`src/include/tso_pkg.sv`:
```
// Purpose : Shared constants and types of the transport-stream output stage.
// Assumes : One 40 MHz sampling clock drives the whole block.
// Notes   : Register offsets are byte addresses of the 8-bit control port.
`default_nettype none

package tso_pkg;

  // ----------------------------------------------------------------------
  // Register map
  // ----------------------------------------------------------------------
  localparam logic [7:0] TSO_ADDR_OUT_CTRL = 8'h60;
  localparam logic [7:0] TSO_ADDR_FEC_CTRL = 8'h61;
  localparam logic [7:0] TSO_ADDR_MONITOR_CONTROL = 8'h67;
  localparam logic [7:0] TSO_ADDR_DIV_CTRL = 8'h21;

  localparam logic [7:0] TSO_RST_OUT_CTRL  = 8'h33;
  localparam logic [7:0] TSO_RST_FEC_CTRL  = 8'h00;
  localparam logic [7:0] TSO_RST_MONITOR_CONTROL  = 8'h00;
  localparam logic [7:0] TSO_RST_DIV_CTRL  = 8'h00;
  localparam logic [7:0] TSO_READ_NONE     = 8'h00;

  // Field positions
  localparam int TSO_BIT_MANUAL   = 7;
  localparam int TSO_BIT_INVERT   = 6;
  localparam int TSO_BIT_POLARITY = 5;
  localparam int TSO_BIT_AUTO_ERR = 4;
  localparam int TSO_BIT_SERIAL   = 3;
  localparam int TSO_AL_MSB       = 2;
  localparam int TSO_BIT_SR_DIS   = 7;
  localparam int TSO_BIT_ERR_MODE = 7;
  localparam int TSO_SEL_MSB      = 3;
  localparam logic [7:0] TSO_MON_MASK = 8'h8F;

  // ----------------------------------------------------------------------
  // Packet and timing constants
  // ----------------------------------------------------------------------
  localparam logic [7:0]  TSO_LEN_DVB    = 8'hBC;
  localparam logic [7:0]  TSO_LEN_ALT    = 8'h82;
  localparam logic [7:0]  TSO_ERR_INDEX  = 8'h01;
  localparam int          TSO_ERR_BIT    = 7;
  localparam logic [8:0]  TSO_DIV_OFFSET = 9'h006;
  localparam logic [8:0]  TSO_MIN_PERIOD = 9'h002;
  localparam logic [3:0]  TSO_AL_OFFSET  = 4'h2;
  localparam logic [2:0]  TSO_FIRST_BIT  = 3'h1;
  localparam int          TSO_SER_SHIFT  = 3;
  localparam int          TSO_CLOCK_HZ   = 40_000_000;
  localparam int          TSO_BUF_DEPTH  = 2;
  localparam int          TSO_WORD_W     = 10;

  // Byte clock source, coded as {manual bit, symbol-rate disable bit}
  typedef enum logic [1:0] {
    TSO_SRC_SYMBOL   = 2'b00,
    TSO_SRC_DECIM    = 2'b01,
    TSO_SRC_DIVIDE   = 2'b10,
    TSO_SRC_EXTERNAL = 2'b11
  } tso_source_type;

  typedef enum logic [0:0] {
    TSO_IDLE = 1'b0,
    TSO_SEND = 1'b1
  } tso_state_type;

endpackage : tso_pkg

`default_nettype wire

```
`src/tso_stream_output.sv`:
```
// Purpose : Transport-stream output stage: byte clock, framing and error flags.
// Assumes : Packet bytes arrive with a first-byte mark and an uncorrectable mark.
// Notes   : The symbol-rate and decimation periods come from upstream rate logic.
//
// Contract
// - Two control bits pick the byte clock source
// - Symbol mode clock runs only after symbol lock
// - Test mode derives clock from decimation ratio
// - Divider mode period is setting plus six
// - External clock edge choice follows polarity bit
// - Polarity one launches outputs on falling edge
// - Packet bytes consecutive unless the buffer runs dry mid-packet (last byte held), data low in gaps
// - Start flag marks only the first byte
// - Valid spans first through last byte
// - Uncorrectable DVB packets get header error bit forced
// - Latched error mode: low until good packets
// - Invert bit flips the block error pin
// - Polarity bit selects normal or inverted clock pin for internal sources
// - Serial bit sends data on lane zero
// - Aligner locks after field plus two syncs
// - Byte period truncated integer of PLL clocks
// - Sync byte position jitter within one period
`default_nettype none

module tso_stream_output
  import tso_pkg::*;
(
  input  wire logic       clock,
  input  wire logic       reset,
  input  wire logic       clock_enable,
  input  wire logic [7:0] reg_address,
  input  wire logic [7:0] reg_write_data,
  input  wire logic       reg_write,
  input  wire logic       reg_read,
  output logic      [7:0] reg_read_data,
  input  wire logic       stream_valid,
  output logic            stream_ready,
  input  wire logic [7:0] stream_data,
  input  wire logic       stream_first,
  input  wire logic       stream_uncorrectable,
  input  wire logic       packet_format_alt,
  input  wire logic       symbol_lock,
  input  wire logic [7:0] symbol_period_n,
  input  wire logic [7:0] decimation_period,
  input  wire logic       descrambler_lock,
  input  wire logic       sync_word_seen,
  input  wire logic       sync_word_good,
  input  wire logic       external_clock_in,
  output logic            byte_clock_out,
  output logic      [7:0] packet_data_out,
  output logic            packet_start_flag,
  output logic            packet_valid_flag,
  output logic            block_error_flag,
  output logic            aligner_locked
);

  // ----------------------------------------------------------------------
  // State
  // ----------------------------------------------------------------------
  typedef struct packed {
    logic [7:0]    out_ctrl;
    logic [7:0]    fec_ctrl;
    logic [7:0]    monitor_control;
    logic [7:0]    div_ctrl;
    logic [7:0]    rdata;
    logic [8:0]    phase;
    logic          bclk;
    tso_state_type state;
    logic [7:0]    byte_cnt;
    logic [2:0]    bit_idx;
    logic [7:0]    shreg;
    logic          bad;
    logic [7:0]    dout;
    logic          start;
    logic          valid;
    logic          err_ok;
    logic [3:0]    al_cnt;
    logic          al_lock;
  } tso_core_type;

  localparam tso_core_type TSO_CORE_RST = '{
    out_ctrl: TSO_RST_OUT_CTRL,
    fec_ctrl: TSO_RST_FEC_CTRL,
    monitor_control: TSO_RST_MONITOR_CONTROL,
    div_ctrl: TSO_RST_DIV_CTRL,
    state:    TSO_IDLE,
    err_ok:   1'b1,
    default:  '0
  };

  tso_core_type             st;
  tso_core_type             nxt;
  tso_source_type           src;
  logic [8:0]               period;
  logic [8:0]               half;
  logic                     launch;
  logic                     serial;
  logic                     pol;
  logic                     mode_high;
  logic [7:0]               plen;
  logic                     need_byte;
  logic                     buf_valid;
  logic                     buf_pop;
  logic [TSO_WORD_W-1:0]    buf_word;
  logic [7:0]               lane_byte;
  logic [3:0]               al_target;

  // ----------------------------------------------------------------------
  // Two-entry buffer in the data path
  // ----------------------------------------------------------------------
  // A receiver stall (no launch) simply leaves words here; the source sees
  // stream_ready fall instead of losing a word.
  tso_pair_buffer #(
    .WIDTH (TSO_WORD_W),
    .DEPTH (TSO_BUF_DEPTH)
  ) u_buffer (
    .clock        (clock),
    .reset        (reset),
    .clock_enable (clock_enable),
    .in_valid     (stream_valid),
    .in_ready     (stream_ready),
    .in_data      ({stream_uncorrectable, stream_first, stream_data}),
    .out_valid    (buf_valid),
    .out_ready    (buf_pop),
    .out_data     (buf_word)
  );

  // Decoded control fields
  assign src       = tso_source_type'({st.out_ctrl[TSO_BIT_MANUAL],
                                       st.fec_ctrl[TSO_BIT_SR_DIS]});
  assign serial    = st.out_ctrl[TSO_BIT_SERIAL];
  assign pol       = st.out_ctrl[TSO_BIT_POLARITY];
  assign mode_high = st.monitor_control[TSO_BIT_ERR_MODE];
  assign plen      = packet_format_alt ? TSO_LEN_ALT : TSO_LEN_DVB;
  assign need_byte = !serial || (st.bit_idx == '0);
  assign al_target = {1'b0, st.out_ctrl[TSO_AL_MSB:0]} + TSO_AL_OFFSET;

  // ----------------------------------------------------------------------
  // Byte clock period per source
  // ----------------------------------------------------------------------
  // Upstream supplies the truncated period in sampling clocks; a period
  // below two cannot form a clock and is lifted to two.
  always_comb begin
    case (src)
      TSO_SRC_SYMBOL: period = {1'b0, symbol_period_n};
      TSO_SRC_DECIM:  period = {1'b0, decimation_period};
      TSO_SRC_DIVIDE: period = {1'b0, st.div_ctrl} + TSO_DIV_OFFSET;
      default:        period = TSO_MIN_PERIOD;
    endcase
    if (period < TSO_MIN_PERIOD) begin
      period = TSO_MIN_PERIOD;
    end
    half = period >> 1;
  end

  // ----------------------------------------------------------------------
  // Next state: registers, clock generation, packet engine, aligner
  // ----------------------------------------------------------------------
  always_comb begin
    nxt       = st;
    launch    = 1'b0;
    buf_pop   = 1'b0;
    lane_byte = buf_word[7:0];

    // Register writes; reserved monitor bits store nothing
    if (reg_write) begin
      case (reg_address)
        TSO_ADDR_OUT_CTRL: nxt.out_ctrl = reg_write_data;
        TSO_ADDR_FEC_CTRL: nxt.fec_ctrl = reg_write_data;
        TSO_ADDR_MONITOR_CONTROL: nxt.monitor_control = reg_write_data & TSO_MON_MASK;
        TSO_ADDR_DIV_CTRL: nxt.div_ctrl = reg_write_data;
        default:           nxt.out_ctrl = st.out_ctrl;
      endcase
    end

    // Register reads; unmapped addresses answer zero
    if (reg_read) begin
      case (reg_address)
        TSO_ADDR_OUT_CTRL: nxt.rdata = st.out_ctrl;
        TSO_ADDR_FEC_CTRL: nxt.rdata = st.fec_ctrl;
        TSO_ADDR_MONITOR_CONTROL: nxt.rdata = st.monitor_control;
        TSO_ADDR_DIV_CTRL: nxt.rdata = st.div_ctrl;
        default:           nxt.rdata = TSO_READ_NONE;
      endcase
    end

    // Byte clock; every launch falls on the internal clock's falling edge,
    // except with the external clock where polarity picks the edge
    if (src == TSO_SRC_EXTERNAL) begin
      nxt.phase = '0;
      nxt.bclk  = external_clock_in;
      launch    = pol ? (st.bclk & ~external_clock_in)
                      : (~st.bclk & external_clock_in);
    end else if ((src == TSO_SRC_SYMBOL) && !symbol_lock) begin
      nxt.phase = '0;
      nxt.bclk  = 1'b0;
    end else begin
      nxt.phase = (st.phase >= period - 9'h001) ? '0 : st.phase + 9'h001;
      nxt.bclk  = (nxt.phase < half);
      launch    = st.bclk & ~nxt.bclk;
    end

    // Packet engine, advanced once per launch
    if (launch) begin
      nxt.start = 1'b0;
      if ((st.state == TSO_SEND) && !need_byte) begin
        nxt.dout    = {7'h00, st.shreg[7]};
        nxt.shreg   = {st.shreg[6:0], 1'b0};
        nxt.bit_idx = st.bit_idx + 3'h1;
      end else if ((st.state == TSO_SEND) && (st.byte_cnt != plen)) begin
        // An empty buffer mid-packet holds the lane rather than inventing data
        if (buf_valid) begin
          buf_pop = 1'b1;
          if ((st.byte_cnt == TSO_ERR_INDEX) && st.bad && !packet_format_alt &&
              st.out_ctrl[TSO_BIT_AUTO_ERR]) begin
            lane_byte[TSO_ERR_BIT] = 1'b1;
          end
          nxt.dout     = serial ? {7'h00, lane_byte[7]} : lane_byte;
          nxt.shreg    = {lane_byte[6:0], 1'b0};
          nxt.bit_idx  = serial ? TSO_FIRST_BIT : 3'h0;
          nxt.byte_cnt = st.byte_cnt + 8'h01;
        end
      end else begin
        // Gap, or the launch after the last byte
        nxt.state   = TSO_IDLE;
        nxt.dout    = 8'h00;
        nxt.valid   = 1'b0;
        nxt.bit_idx = 3'h0;
        if ((st.state == TSO_SEND) && !mode_high) begin
          nxt.err_ok = 1'b1;
        end
        if (buf_valid) begin
          // Stray bytes before a first-byte mark are dropped to resync
          buf_pop = 1'b1;
          if (buf_word[8]) begin
            nxt.state    = TSO_SEND;
            nxt.start    = 1'b1;
            nxt.valid    = 1'b1;
            nxt.bad      = buf_word[9];
            nxt.err_ok   = !buf_word[9];
            nxt.dout     = serial ? {7'h00, lane_byte[7]} : lane_byte;
            nxt.shreg    = {lane_byte[6:0], 1'b0};
            nxt.bit_idx  = serial ? TSO_FIRST_BIT : 3'h0;
            nxt.byte_cnt = 8'h01;
          end
        end
      end
    end

    // Lost descrambler lock pulls the latched flag low at once
    if (mode_high && !descrambler_lock) begin
      nxt.err_ok = 1'b0;
    end

    // Byte aligner: consecutive good sync words up to field plus two
    if (sync_word_seen) begin
      if (!sync_word_good) begin
        nxt.al_cnt  = '0;
        nxt.al_lock = 1'b0;
      end else if (!st.al_lock) begin
        nxt.al_cnt = st.al_cnt + 4'h1;
        if (st.al_cnt + 4'h1 == al_target) begin
          nxt.al_lock = 1'b1;
        end
      end
    end
  end

  // State register, frozen while the clock enable is low
  always_ff @(posedge clock or posedge reset) begin
    if (reset) begin
      st <= TSO_CORE_RST;
    end else if (clock_enable) begin
      st <= nxt;
    end
  end

  // ----------------------------------------------------------------------
  // Outputs
  // ----------------------------------------------------------------------
  // The external clock is passed through as it arrives; internal sources
  // follow the polarity bit so launch stays on the pin's chosen edge
  assign byte_clock_out    = (src == TSO_SRC_EXTERNAL) ? st.bclk
                           : (pol ? st.bclk : ~st.bclk);
  assign packet_data_out   = st.dout;
  assign packet_start_flag = st.start;
  assign packet_valid_flag = st.valid;
  assign block_error_flag  = st.err_ok ^ st.out_ctrl[TSO_BIT_INVERT];
  assign aligner_locked    = st.al_lock;
  assign reg_read_data     = st.rdata;

  // ----------------------------------------------------------------------
  // Checks
  // ----------------------------------------------------------------------
  logic [10:0] chk_launches;
  logic [8:0]  chk_cycles;
  logic        chk_seen;
  logic        chk_rise;
  logic [10:0] chk_expect;

  assign chk_rise   = clock_enable && !st.bclk && nxt.bclk;
  assign chk_expect = serial ? ({3'h0, plen} << TSO_SER_SHIFT) : {3'h0, plen};

  // Launches inside a packet and cycles between clock rises
  always_ff @(posedge clock or posedge reset) begin
    if (reset) begin
      chk_launches <= '0;
      chk_cycles   <= '0;
      chk_seen     <= 1'b0;
    end else if (clock_enable) begin
      if (launch && buf_pop && buf_word[8] && nxt.start) begin
        chk_launches <= 11'h001;
      end else if (launch && st.valid) begin
        chk_launches <= chk_launches + 11'h001;
      end
      chk_cycles <= chk_rise ? 9'h001 : chk_cycles + 9'h001;
      if (reg_write || src != TSO_SRC_DIVIDE) begin
        chk_seen <= 1'b0;
      end else if (chk_rise) begin
        chk_seen <= 1'b1;
      end
    end
  end
endmodule : tso_stream_output

`default_nettype wire

```
`src/tso_pair_buffer.sv`:
```
// Purpose : Small valid/ready FIFO between the packet source and the output engine.
// Assumes : Depth is one or more; the source honours in_ready.
// Notes   : Full and empty come straight from the occupancy count.
`default_nettype none

module tso_pair_buffer #(
  parameter int WIDTH = 10,
  parameter int DEPTH = 2
) (
  input  wire logic             clock,
  input  wire logic             reset,
  input  wire logic             clock_enable,
  input  wire logic             in_valid,
  output logic                  in_ready,
  input  wire logic [WIDTH-1:0] in_data,
  output logic                  out_valid,
  input  wire logic             out_ready,
  output logic      [WIDTH-1:0] out_data
);

  localparam int PW = (DEPTH > 1) ? $clog2(DEPTH) : 1;

  typedef struct packed {
    logic [DEPTH-1:0][WIDTH-1:0] mem;
    logic [PW-1:0]               wp;
    logic [PW-1:0]               rp;
    logic [PW:0]                 count;
  } tso_buf_type;

  tso_buf_type st;
  tso_buf_type nxt;
  logic        push;
  logic        pop;

  // ----------------------------------------------------------------------
  // Handshake and next state
  // ----------------------------------------------------------------------
  assign in_ready  = (st.count != (PW+1)'(DEPTH)); // Honest full stalls the source
  assign out_valid = (st.count != '0);
  assign out_data  = st.mem[st.rp];
  assign push      = in_valid & in_ready;
  assign pop       = out_valid & out_ready;

  // Pointers wrap explicitly so a non-power-of-two depth stays correct
  always_comb begin
    nxt = st;
    if (push) begin
      nxt.mem[st.wp] = in_data;
      nxt.wp = (st.wp == PW'(DEPTH - 1)) ? '0 : st.wp + PW'(1);
    end
    if (pop) begin
      nxt.rp = (st.rp == PW'(DEPTH - 1)) ? '0 : st.rp + PW'(1);
    end
    if (push && !pop) begin
      nxt.count = st.count + (PW+1)'(1);
    end else if (pop && !push) begin
      nxt.count = st.count - (PW+1)'(1);
    end
  end

  // State register, frozen while the clock enable is low
  always_ff @(posedge clock or posedge reset) begin
    if (reset) begin
      st <= '0;
    end else if (clock_enable) begin
      st <= nxt;
    end
  end

endmodule : tso_pair_buffer

`default_nettype wire

```
`config.mk`:
```
export PLATFORM = sky130hd
export DESIGN_NAME = tso_stream_output
export DESIGN_NICKNAME = d
export VERILOG_FILES = /design/src/include/tso_pkg.sv /design/src/tso_stream_output.sv /design/src/tso_pair_buffer.sv
export SDC_FILE = /design/constraint.sdc
export NUM_CORES = 1
export LEC_CHECK = 0
export ABC_AREA = 0
export BUFFER_PORTS_ARGS = -buffer_cell sky130_fd_sc_hd__buf_2
export CORE_AREA = 2 2 130 132
export CTS_CLUSTER_SIZE = 24
export DETAILED_ROUTE_END_ITERATION = 7
export DIE_AREA = 0 0 132 134
export GPL_ROUTABILITY_DRIVEN = 0
export GPL_TIMING_DRIVEN = 0
export SLEW_MARGIN = 0
export SYNTH_ARGS = -nofsm -noshare
export SYNTH_HDL_FRONTEND = slang
export SYNTH_SLANG_ARGS = --single-unit
```
`constraint.sdc`:
```
create_clock -name clock -period 5.6 [get_ports clock]
set_input_delay 1.12 -clock clock [delete_from_list [all_inputs] [get_ports clock]]
set_output_delay 1.12 -clock clock [all_outputs]
set_load 0.02 [all_outputs]
```
* Yosys cells after proc, flatten, opt, wreduce, memory -nomap -nowiden
Index checks and enable logic that the tools add are counted.
Storage, ports and cells: register bits 108, latch bits 0, RAM bits 0, ROM bits 0, output and inout bits 22, logic and storage cells 156, memories 0
Cells by class: add/sub/neg operators 11, $mul 0, divide/modulo/power cells 0, magnitude comparators 6, equality and inequality tests 15, shift operators 0, mux-type cells 44, bitwise logic cells 11, reduce and logical (&&, ||, !) cells 46
Operator list (count):
- 32-bit 2-to-1 mux | 2
- 10-bit 2-to-1 mux | 5
- 8-bit 2-to-1 mux | 5
- 19-bit 2-to-1 mux | 2
- 8-bit case mux with 4 select lines | 1
- 9-bit case mux with 3 select lines | 1
- 8-bit by 7-bit == test with 1-bit output, second input constant | 3
- 20-bit bitwise mux | 1
- 9-bit 2-to-1 mux | 2
- 3-bit AND reduction | 6
- 1-bit 2-to-1 mux | 16
- 2-bit AND reduction | 6
- 4-bit AND reduction | 3
- 1-bit logical AND | 11
- 11-bit 2-to-1 mux | 1
- 10-bit demux with 1-bit select | 1
- 5-bit 2-to-1 mux | 2
- 2-bit nonzero test | 5
- 8-bit by 3-bit adder with 9-bit output, second input constant | 1
- 9-bit by 1-bit adder with 9-bit output, second input constant | 1
- 9-bit >= comparator | 1
- 1-bit logical NOT | 9
- 9-bit by 2-bit < comparator with 1-bit output, second input constant | 1
- 9-bit by 8-bit < comparator with 1-bit output | 1
- other kinds (31) | 46

* Longest topological paths before layout
Gate-level depths: netlist of run 1.
depth in word-level cells 18, depth in mapped cells 30

* Modules after synthesis
From an unflattened synthesis of run 1, not the netlist that was laid out.
Unflattened totals: cells, all modules 622, area total of the unflattened synthesis 6287.3 um2
By module, submodules not included:
- tso_stream_output | times used 1, cells an instance 549, area an instance 5152.4 um2, seq. area each 2058.2 um2
- tso_pair_buffer | times used 1, cells an instance 73, area an instance 1134.8 um2, seq. area each 600.6 um2

* Least setup slack after synthesis of run 1
No wires, ideal clock.
kind input port to flip-flop, start input port symbol_period_n[2], end register st[16] (netlist name), data arrival time 5.862 ns, required time 5.475 ns, setup slack -0.387 ns, stages 22, buffers on the path 1, cells stage by stage mux2i_1 -> o21ai_0 -> nor3b_4 -> nand3_2 -> o21ai_0 -> ha_1 -> nand3_1 -> xnor2_1 -> ha_1 -> nand4_1 -> or2_2 -> nand2_1 -> clkbuf_1 -> nor2_1 -> ha_1 -> and4_1 -> nand4_1 -> or4_1 -> a31oi_2 -> nor2_2 -> nor2_1 -> mux2_2
On the way: cells in the longest elaborated chain, start to end 12
Ends and longest elaborated chain:
- start: declaration | line tso_stream_output.sv:43 | input wire logic [7:0] symbol_period_n,
- 9-bit case mux with 3 select lines * | line tso_stream_output.sv:144 | case (src)
- 9-bit by 2-bit < comparator with 1-bit output | line tso_stream_output.sv:150 | if (period < TSO_MIN_PERIOD) begin
- 9-bit 2-to-1 mux * | line tso_stream_output.sv:150
- 9-bit by 1-bit subtractor with 9-bit output | line tso_stream_output.sv:198 | nxt.phase = (st.phase >= period - 9'h001) ? '0 : st.phase + 9'h001;
- 9-bit >= comparator | line tso_stream_output.sv:198
- 9-bit 2-to-1 mux | line tso_stream_output.sv:198
- 9-bit by 8-bit < comparator with 1-bit output * | line tso_stream_output.sv:199 | nxt.bclk = (nxt.phase < half);
- 1-bit NOT * | line tso_stream_output.sv:200 | launch = st.bclk & ~nxt.bclk;
- 1-bit bitwise AND * | line tso_stream_output.sv:200
- 1-bit 2-to-1 mux * | line tso_stream_output.sv:194 | end else if ((src == TSO_SRC_SYMBOL) && !symbol_lock) begin
- 1-bit 2-to-1 mux * | line tso_stream_output.sv:189 | if (src == TSO_SRC_EXTERNAL) begin
- 6-bit AND reduction (no source line) *
- end signal: assignment | line tso_stream_output.sv:274 | st <= nxt;
- end: declaration | line tso_stream_output.sv:91 | tso_core_type st;
Every way passes the cells marked *; elsewhere a longest branch is shown, timed or not. A chain may end at the register's enable or synchronous reset.

* Worst setup path after layout of run 1
start input port decimation_period[5], end register u_buffer.st[1] (netlist name)
On the way: cells in the longest elaborated chain, start to end 17, elaborated cells between the ends (all ways) 19
Ends and longest elaborated chain:
- start: declaration | line tso_stream_output.sv:44 | input wire logic [7:0] decimation_period,
- 9-bit case mux with 3 select lines * | line tso_stream_output.sv:144
- 9-bit by 2-bit < comparator with 1-bit output | line tso_stream_output.sv:150
- 9-bit 2-to-1 mux * | line tso_stream_output.sv:150
- 9-bit by 1-bit subtractor with 9-bit output | line tso_stream_output.sv:198
- 9-bit >= comparator | line tso_stream_output.sv:198
- 9-bit 2-to-1 mux | line tso_stream_output.sv:198
- 9-bit by 8-bit < comparator with 1-bit output * | line tso_stream_output.sv:199
- 1-bit NOT * | line tso_stream_output.sv:200
- 1-bit bitwise AND * | line tso_stream_output.sv:200
- 1-bit 2-to-1 mux * | line tso_stream_output.sv:194
- 1-bit 2-to-1 mux * | line tso_stream_output.sv:189
- 1-bit 2-to-1 mux * | line tso_stream_output.sv:204 | if (launch) begin
- 1-bit bitwise AND * | line tso_pair_buffer.sv:42 | assign pop = out_valid & out_ready;
- 1-bit logical NOT | line tso_pair_buffer.sv:54 | if (push && !pop) begin
- 1-bit logical AND | line tso_pair_buffer.sv:54
- 2-bit nonzero test (no source line)
- 2-bit AND reduction (no source line)
- end signal: assignment | line tso_pair_buffer.sv:66 | st <= nxt;
- end: declaration | line tso_pair_buffer.sv:30 | tso_buf_type st;
Marks and branches as above.

==> metrics, run 1 <==
CP max stage delay=0.33 ns; slowest CP cell=o211ai_1; DR WL/cell=17.26 um; vias after detailed routing=5257; worst-path fanout max=6; Post-CTS Hold Buffers=0; die area=17690 sq um; Compound-Gate Fraction of Synth Area=0.1375; power density over the cells=300.8 nW/um^2; Initial Utilization=0.3921; slew margin rel.=0.2291; chip height=134 um; Crit path required time=5.87 ns; Tightest Hold Check Type=reg2reg; ANT cells=0; via/cell ratio=5.414; Slew Limit Fails=0; IO Pins=76; CTS clk-pin slew, worst paths=0.07 ns; Setup Skew=0.006630 ns; Final setup viols=0; pre-CTS WS=-0.9895 ns; Worst Reg-to-Reg Cells=29; Worst-Skew Late Latency=0.35 ns; leakage power=3.596 nW; maximum VDD drop=0.1462 mV; synth unique cells=69; final WL=16760 um; commonest cells in the netlist=dfrtp_1, mux2_2, nand2_1; worst hold start=packet_data_out[7]$_DFFE_PP0P_; IO Port Bufs=75; terminus of the critical flop-to-flop path=u_buffer.st[1]$_DFFE_PP0P_; simple-gate portion of the synthesized area=0.1571; Final Net Count=826; average instance area after synthesis=10.20 sq um; area share of fa/ha/maj cells after synthesis=0.05093; total track usage=0.1843; f_max=180.4 MHz; Hold Crit Depth=1; final core occ=0.4878; cell with the most instances after synthesis=dfrtp_1; DR pass1 iterations=5; grt ovf=0; Filler Cell Count=1519; crit-path most repeated cell=o21ai_2; CTS root buffer=clkbuf_16; fin cells=971; Seq. cell area=2659 sq um; post-synth net total=706; crit path DAT=5.82 ns; final hold vios=0; Layout area overhead=24.41%; TritonCTS clock tree=yes; cell total after placement=922; Startpoint Class=input port; CP Capture Type=flip-flop; ys flop type=dfrtp_1; Final ANT Viol Nets=0; Design Power=0.002390 W; max-cap viol count=0; FFs w/ async S/R, synth=1.000; vias in the first global route=5146; worst-margin pin slew=1.154 ns; Worst R2R Setup Slack=0.09 ns; status=completed; reg2reg start=st[56]$_DFFE_PP0P_; Core Region=16290 sq um; # rows=47; Clock H-tree levels=3; final worst-path cycle share=0.9900; post-synth top area share=0.3957; Clock Sink Count=106; sequential area share after synthesis=0.4163; initial antenna violation count=0; Syn. warnings=0; XOR/XNOR share of the synthesized area=0.03839; largest family of logic cells by synthesized area=simple AND/OR/NAND/NOR gates; Final WS setup=0.05587 ns; CP Class=in2reg; Synth area leader=dfrtp_1; initial DRC count=318; Post-Syn Instances=626; post-layout min period=5.544 ns; largest net degree at the start of global routing=73; Area contributors post-synth=dfrtp_1, mux2_2, ha_1; HPWL after DPL=12090 um; post-synthesis mux area share=0.1489; Clock Path Buffers=2; number of synthesized flops with an enable pin=0; number of synthesized register bits=106; RSZ-0062 raised after global routing=true; Post-Syn Area=6387 sq um; CTS Buf Count=9; DRC Markers=0; die width=132 um; multi-input logic area=3734 sq um; Hold Path Sink=packet_data_out[7]$_DFFE_PP0P_; fraction of layout cells with a size suffix above 1=0.3795; first-pass GRT wire length=26170 um
[cells by family (layout without fill, tap and decap cells)]
| group | after synthesis | count (layout) |
|---|---|---|
| multiplexers | 86 | 86 |
| flip-flops | 106 | 106 |
| AND/OR/NAND/NOR | 193 | 194 |
| buffers and inverters | 61 | 185 |
| adder cells (fa/ha/maj) | 26 | 26 |
| XOR/XNOR | 28 | 28 |
| AO/OA/AOI/OAI | 126 | 126 |
[worst max path at each step]
stage | startpoint | endpoint | slack, ns | cells past startpoint
5_1_grt | st[57]$_DFFE_PP0P_ | u_buffer.st[1]$_DFFE_PP0P_ | -0.25 | 29
3_5_place_dp | symbol_period_n[5] | st[21]$_DFFE_PP0P_ | -0.99 | 25
6_report | decimation_period[5] | u_buffer.st[1]$_DFFE_PP0P_ | 0.06 | 27
2_1_floorplan | decimation_period[5] | st[32]$_DFFE_PP0P_ | 0.003 | 22
4_1_cts | st[56]$_DFFE_PP0P_ | u_buffer.st[1]$_DFFE_PP0P_ | 0.07 | 28
3_3_place_gp | symbol_period_n[5] | st[20]$_DFFE_PP0P_ | -0.81 | 25
[report_power, final]
group          switching [W]  internal (W)  total (W)
Combinational       0.000381      0.000350   0.000732
Clock               0.000289      0.000343   0.000632
Sequential          0.000107      0.000920    0.00103
Total               0.000778       0.00161    0.00239
[worst max-delay path: cells and delay by family]
kind / cells / cell delay, ns
simple gates: 9 / 1.41
compound gates: 10 / 1.84
xor+xnor: 2 / 0.26
fa+ha+maj: 4 / 0.95
buf+inv: 2 / 0.23
[repair_timing]
action / CTS / global route
pin swaps: 9 / 38
gates resized for setup: 12 / 57
gates cloned: 0 / 2
setup buffers: 10 / 22
setup endpoints to repair: 33 / 33
[cell usage in the layout, fill, tap and decap left out, drive strengths merged, types with 5 or more instances in the layout]
master	n
a22oi	5
clkbuf	25
nor2b	6
a21oi	30
nor2	40
nand2	52
mux2	72
mux2i	14
nand4	9
nor3	19
dfrtp	101
and3	5
dfstp	5
o21ai	32
a31oi	6
a22o	8
o32ai	8
buf	134
or3	7
nor3b	7
xor2	10
and2	5
xnor2	18
inv	26
ha	26
o22ai	5
nand2b	5
nand3	24
[layer usage]
layer  vias to the layer above  track usage  part of all wire
li1                       2510            -                 -
met1                      2565       0.2453              0.45
met2                       149       0.3018              0.49
met3                        33      0.02570             0.034
met4                         0      0.07971             0.028
met5                         -            0                 0
[layout make-up]
cell class | count | area share
inverters | 24 | 0.01165
repair buffers | 109 | 0.08266
flip-flops and latches | 106 | 0.3346
well taps | 220 | 0.03464
plain buffers | 36 | 0.02992
multi-input cells | 460 | 0.4698
clock inverters | 2 | 0.002204
clock buffers | 14 | 0.03448
[metrics by stage]
step | area, sq um | TNS (ns) | hold WS [ns]
after floorplan | 6426 | 0 | 0.4506
after global placement | 7077 | -21.15 | 0.4691
after detailed placement | 7107 | -27.10 | 0.4786
after CTS | 7503 | 0 | 0.4974
after global routing | 7946 | -2.447 | 0.5121
final | 7946 | 0 | 0.4900
[flip-flops by register name, summed over array words and instances (netlist names)]
name	cells
packet_data_out	8
pol	1
mode_high	1
packet_start_flag	1
reg_read_data	8
u_buffer.st	24
st	59
serial	1
src	2
aligner_locked	1
Power figures use the tool's default switching activity.
==> inputs of run 2 (changes only) <==
--- a/config.mk
+++ b/config.mk
@@ -5,7 +5,7 @@
 export SDC_FILE = /design/constraint.sdc
 export NUM_CORES = 1
 export LEC_CHECK = 0
-export ABC_AREA = 0
+export ABC_AREA = 1
 export BUFFER_PORTS_ARGS = -buffer_cell sky130_fd_sc_hd__buf_2
 export CORE_AREA = 2 2 130 132
 export CTS_CLUSTER_SIZE = 24
==> run 2 against run 1 <==
  * Critical path depth is 9 higher
  * Sequential share of layout area is 1.5 points higher
  * Synthesized area is 0.47% higher
  * Largest cell class unchanged
  * Critical path type unchanged
  * Cell area is 4.2% lower
==> metrics, run 2 <==
status=completed; Final Net Count=991 (+20%); commonest cells in the netlist=nand2_1, inv_1, dfrtp_1; initial DRC count=410 (+29%); DRC Markers=0 (unchanged); max reg flops=59 (unchanged); Crit path buffers/inverters=4 (+2); power density over the cells=321.6 nW/um^2 (+6.9%); worst hold start=st[24]$_DFFE_PP0P_; Startpoint Class=input port; largest family of logic cells by synthesized area=simple AND/OR/NAND/NOR gates; chip height=134 um (unchanged); Clock Sink Count=106 (unchanged); simple-gate portion of the synthesized area=0.2443 (+0.08720); final WL=15270 um (-8.8%); Core Region=16290 sq um (unchanged); Slew Limit Fails=0 (unchanged); Crit path max-delay family=simple AND/OR/NAND/NOR gates; Synth area leader=dfrtp_1; initial antenna violation count=0 (unchanged); post-synth top area share=0.3938 (-0.001852); DR pass1 iterations=6 (+1); slew margin rel.=0.5741 (+0.3450); fraction of layout cells with a size suffix above 1=0.2358 (-0.1437); worst-margin pin slew=0.6389 ns (-0.5150 ns); ys flop type=dfrtp_1; Final WS setup=0.3244 ns (+0.2685 ns); XOR/XNOR share of the synthesized area=0.02184 (-0.01656); Clock Path Buffers=2 (unchanged); Tightest Hold Check Type=reg2reg; largest net degree at the start of global routing=63 (-14%); number of synthesized flops with an enable pin=0 (unchanged); vias in the first global route=5213 (+1.3%); Initial Utilization=0.3940 (+0.001843); IO Pins=76 (unchanged); number of synthesized register bits=106 (unchanged); Area contributors post-synth=dfrtp_1, nand2_1, o21ai_0; TritonCTS clock tree=yes; total track usage=0.1786 (-0.005720); f_max=189.6 MHz (+5.1%); Final ANT Viol Nets=0 (unchanged); Worst R2R Setup Slack=0.40 ns (+0.31 ns); worst-path fanout max=4 (-2); IO Port Bufs=75 (unchanged); Post-CTS Hold Buffers=0 (unchanged); synth unique cells=46 (-33%); crit path DAT=5.52 ns (-0.30 ns); Worst Reg-to-Reg Cells=37 (+28%); # rows=47 (unchanged); Layout area overhead=18.60%; die area=17690 sq um (unchanged); sequential area share after synthesis=0.4143 (-0.001948); CTS root buffer=clkbuf_16; die width=132 um (unchanged); CTS Buf Count=9 (unchanged); area share of fa/ha/maj cells after synthesis=0.05069 (-0.0002383); Post-Syn Area=6417 sq um (+0.47%); WHS=0.4744 ns (-0.01567 ns); post-layout min period=5.276 ns (-0.2685 ns); final hold vios=0 (unchanged); Final setup viols=0 (unchanged); dpl cell area=7098 sq um (-0.12%); CP max stage delay=0.28 ns (-0.05 ns); Hold Path Sink=st[24]$_DFFE_PP0P_; CP Class=in2reg; Setup Skew=0.006324 ns (-0.0003053 ns); CTS clk-pin slew, worst paths=0.07 ns (about the same); FFs w/ async S/R, synth=1.000 (unchanged); post-synthesis mux area share=0.01969 (-0.1292); Crit path required time=5.84 ns (-0.03 ns); crit path from=decimation_period[7]; reg2reg start=st[56]$_DFFE_PP0P_; Largest regs=st: 59 flops, u_buffer.st: 24 flops; HPWL after DPL=11640 um (-3.7%); ANT cells=0 (unchanged); commonest non-fill, non-tap cell in the layout=nand2_1; Hold Crit Depth=2 (+1); max-cap viol count=0 (unchanged); post-route design area=7611 sq um (-4.2%); final worst-path cycle share=0.9421 (-0.04794); via/cell ratio=4.893 (-9.6%); Syn. warnings=0 (unchanged); average instance area after synthesis=7.903 sq um (-23%); DR WL/cell=13.45 um (-22%); slowest CP cell=ha_1; maximum VDD drop=0.2223 mV (+52%); grt ovf=0 (unchanged); Post-Syn Instances=812 (+30%); crit-path most repeated cell=nand2_2; vias after detailed routing=5558 (+5.7%); Worst-Skew Late Latency=0.35 ns (about the same); cell with the most instances after synthesis=nand2_1; Compound-Gate Fraction of Synth Area=0.1478 (+0.01027); most frequent cells in the layout=nand2_1, dfrtp_1, inv_1, buf_2, o21ai_0; CP Capture Type=flip-flop; post-synth net total=892 (+26%); Top reg by flops=st; pre-CTS WS=-0.7676 ns (+0.2220 ns); Clock H-tree levels=3 (unchanged); leakage power=3.789 nW (+5.4%); first-pass GRT wire length=25570 um (-2.3%); terminus of the critical flop-to-flop path=u_buffer.st[1]$_DFFE_PP0P_
==> run 2: per-layer routing <==
layer  vias up  track usage  wire [um]  share of wire
met5         -            0          0              0
met4         0      0.04469        170          0.011
met3        13      0.03061        747          0.049
met2       126       0.2792       6839           0.45
met1      2560       0.2580       7517           0.49
li1       2859            -          -              -
==> run 2: worst max-delay path by stage <==
| stage | to | slack [ns] | cells past startpoint |
|---|---|---|---|
| 6_report | u_buffer.st[1]$_DFFE_PP0P_ | 0.32 | 36 |
| 5_1_grt | u_buffer.st[1]$_DFFE_PP0P_ | -0.06 | 36 |
| 4_1_cts | u_buffer.st[1]$_DFFE_PP0P_ | 0.008 | 37 |
| 3_5_place_dp | u_buffer.st[1]$_DFFE_PP0P_ | -0.77 | 37 |
| 3_3_place_gp | u_buffer.st[1]$_DFFE_PP0P_ | -0.72 | 37 |
| 2_1_floorplan | u_buffer.st[1]$_DFFE_PP0P_ | 0.16 | 36 |
==> run 2: cells by family after synthesis <==
kind of cell | count (synthesis)
fa+ha+maj | 26
buf+inv | 147
simple gates | 343
flops | 106
compound gates | 162
xor+xnor | 16
mux | 12
==> run 2: power breakdown <==
group          switching, W  total (W)  internal, W
combinational      0.000483   0.000770     0.000287
sequential         0.000103    0.00102     0.000912
clock              0.000289   0.000662     0.000373
==> run 2: final cells by class <==
class | count | area [sq um]
repair buffers | 89 | 500.5
plain buffers | 37 | 237.7
fillers | 1671 | 8678
clock buffers | 11 | 252.7
inverters | 109 | 411.6
well taps | 220 | 275.3
multi-input cells | 559 | 3214
clock inverters | 5 | 60.06
flip-flops and latches | 106 | 2659
==> run 2: worst register-to-register path: cells and delay by family, from the launching register on <==
family,cells,cell delay [ns]
AND/OR/NAND/NOR,17,1.68
XOR/XNOR,2,0.32
buffers and inverters,4,0.32
adder cells (fa/ha/maj),5,1.12
flip-flops,1,0.37
AO/OA/AOI/OAI,9,1.30
==> run 2: metrics by stage <==
| step | setup TNS (ns) | power [W] | std cells | utilization |
|---|---|---|---|---|
| finish | 0 | 0.002447 | 1136 | 0.4672 |
| global route | -0.05890 | 0.002620 | 1136 | 0.4672 |
| global placement | -4.841 | 0.001748 | 1107 | 0.4339 |
| floorplan | 0 | 0.001551 | 812 | - |
| CTS | 0 | 0.002445 | 1126 | 0.4569 |
| detailed placement | -5.884 | 0.001766 | 1108 | 0.4357 |
==> run 2: repair_timing <==
action,in CTS,in global routing
pin swaps,1,17
resized for setup,6,26
endpoints found under the setup margin,2,6
setup buffers,3,10
cloned,0,0
endpoints found under the hold margin,0,0
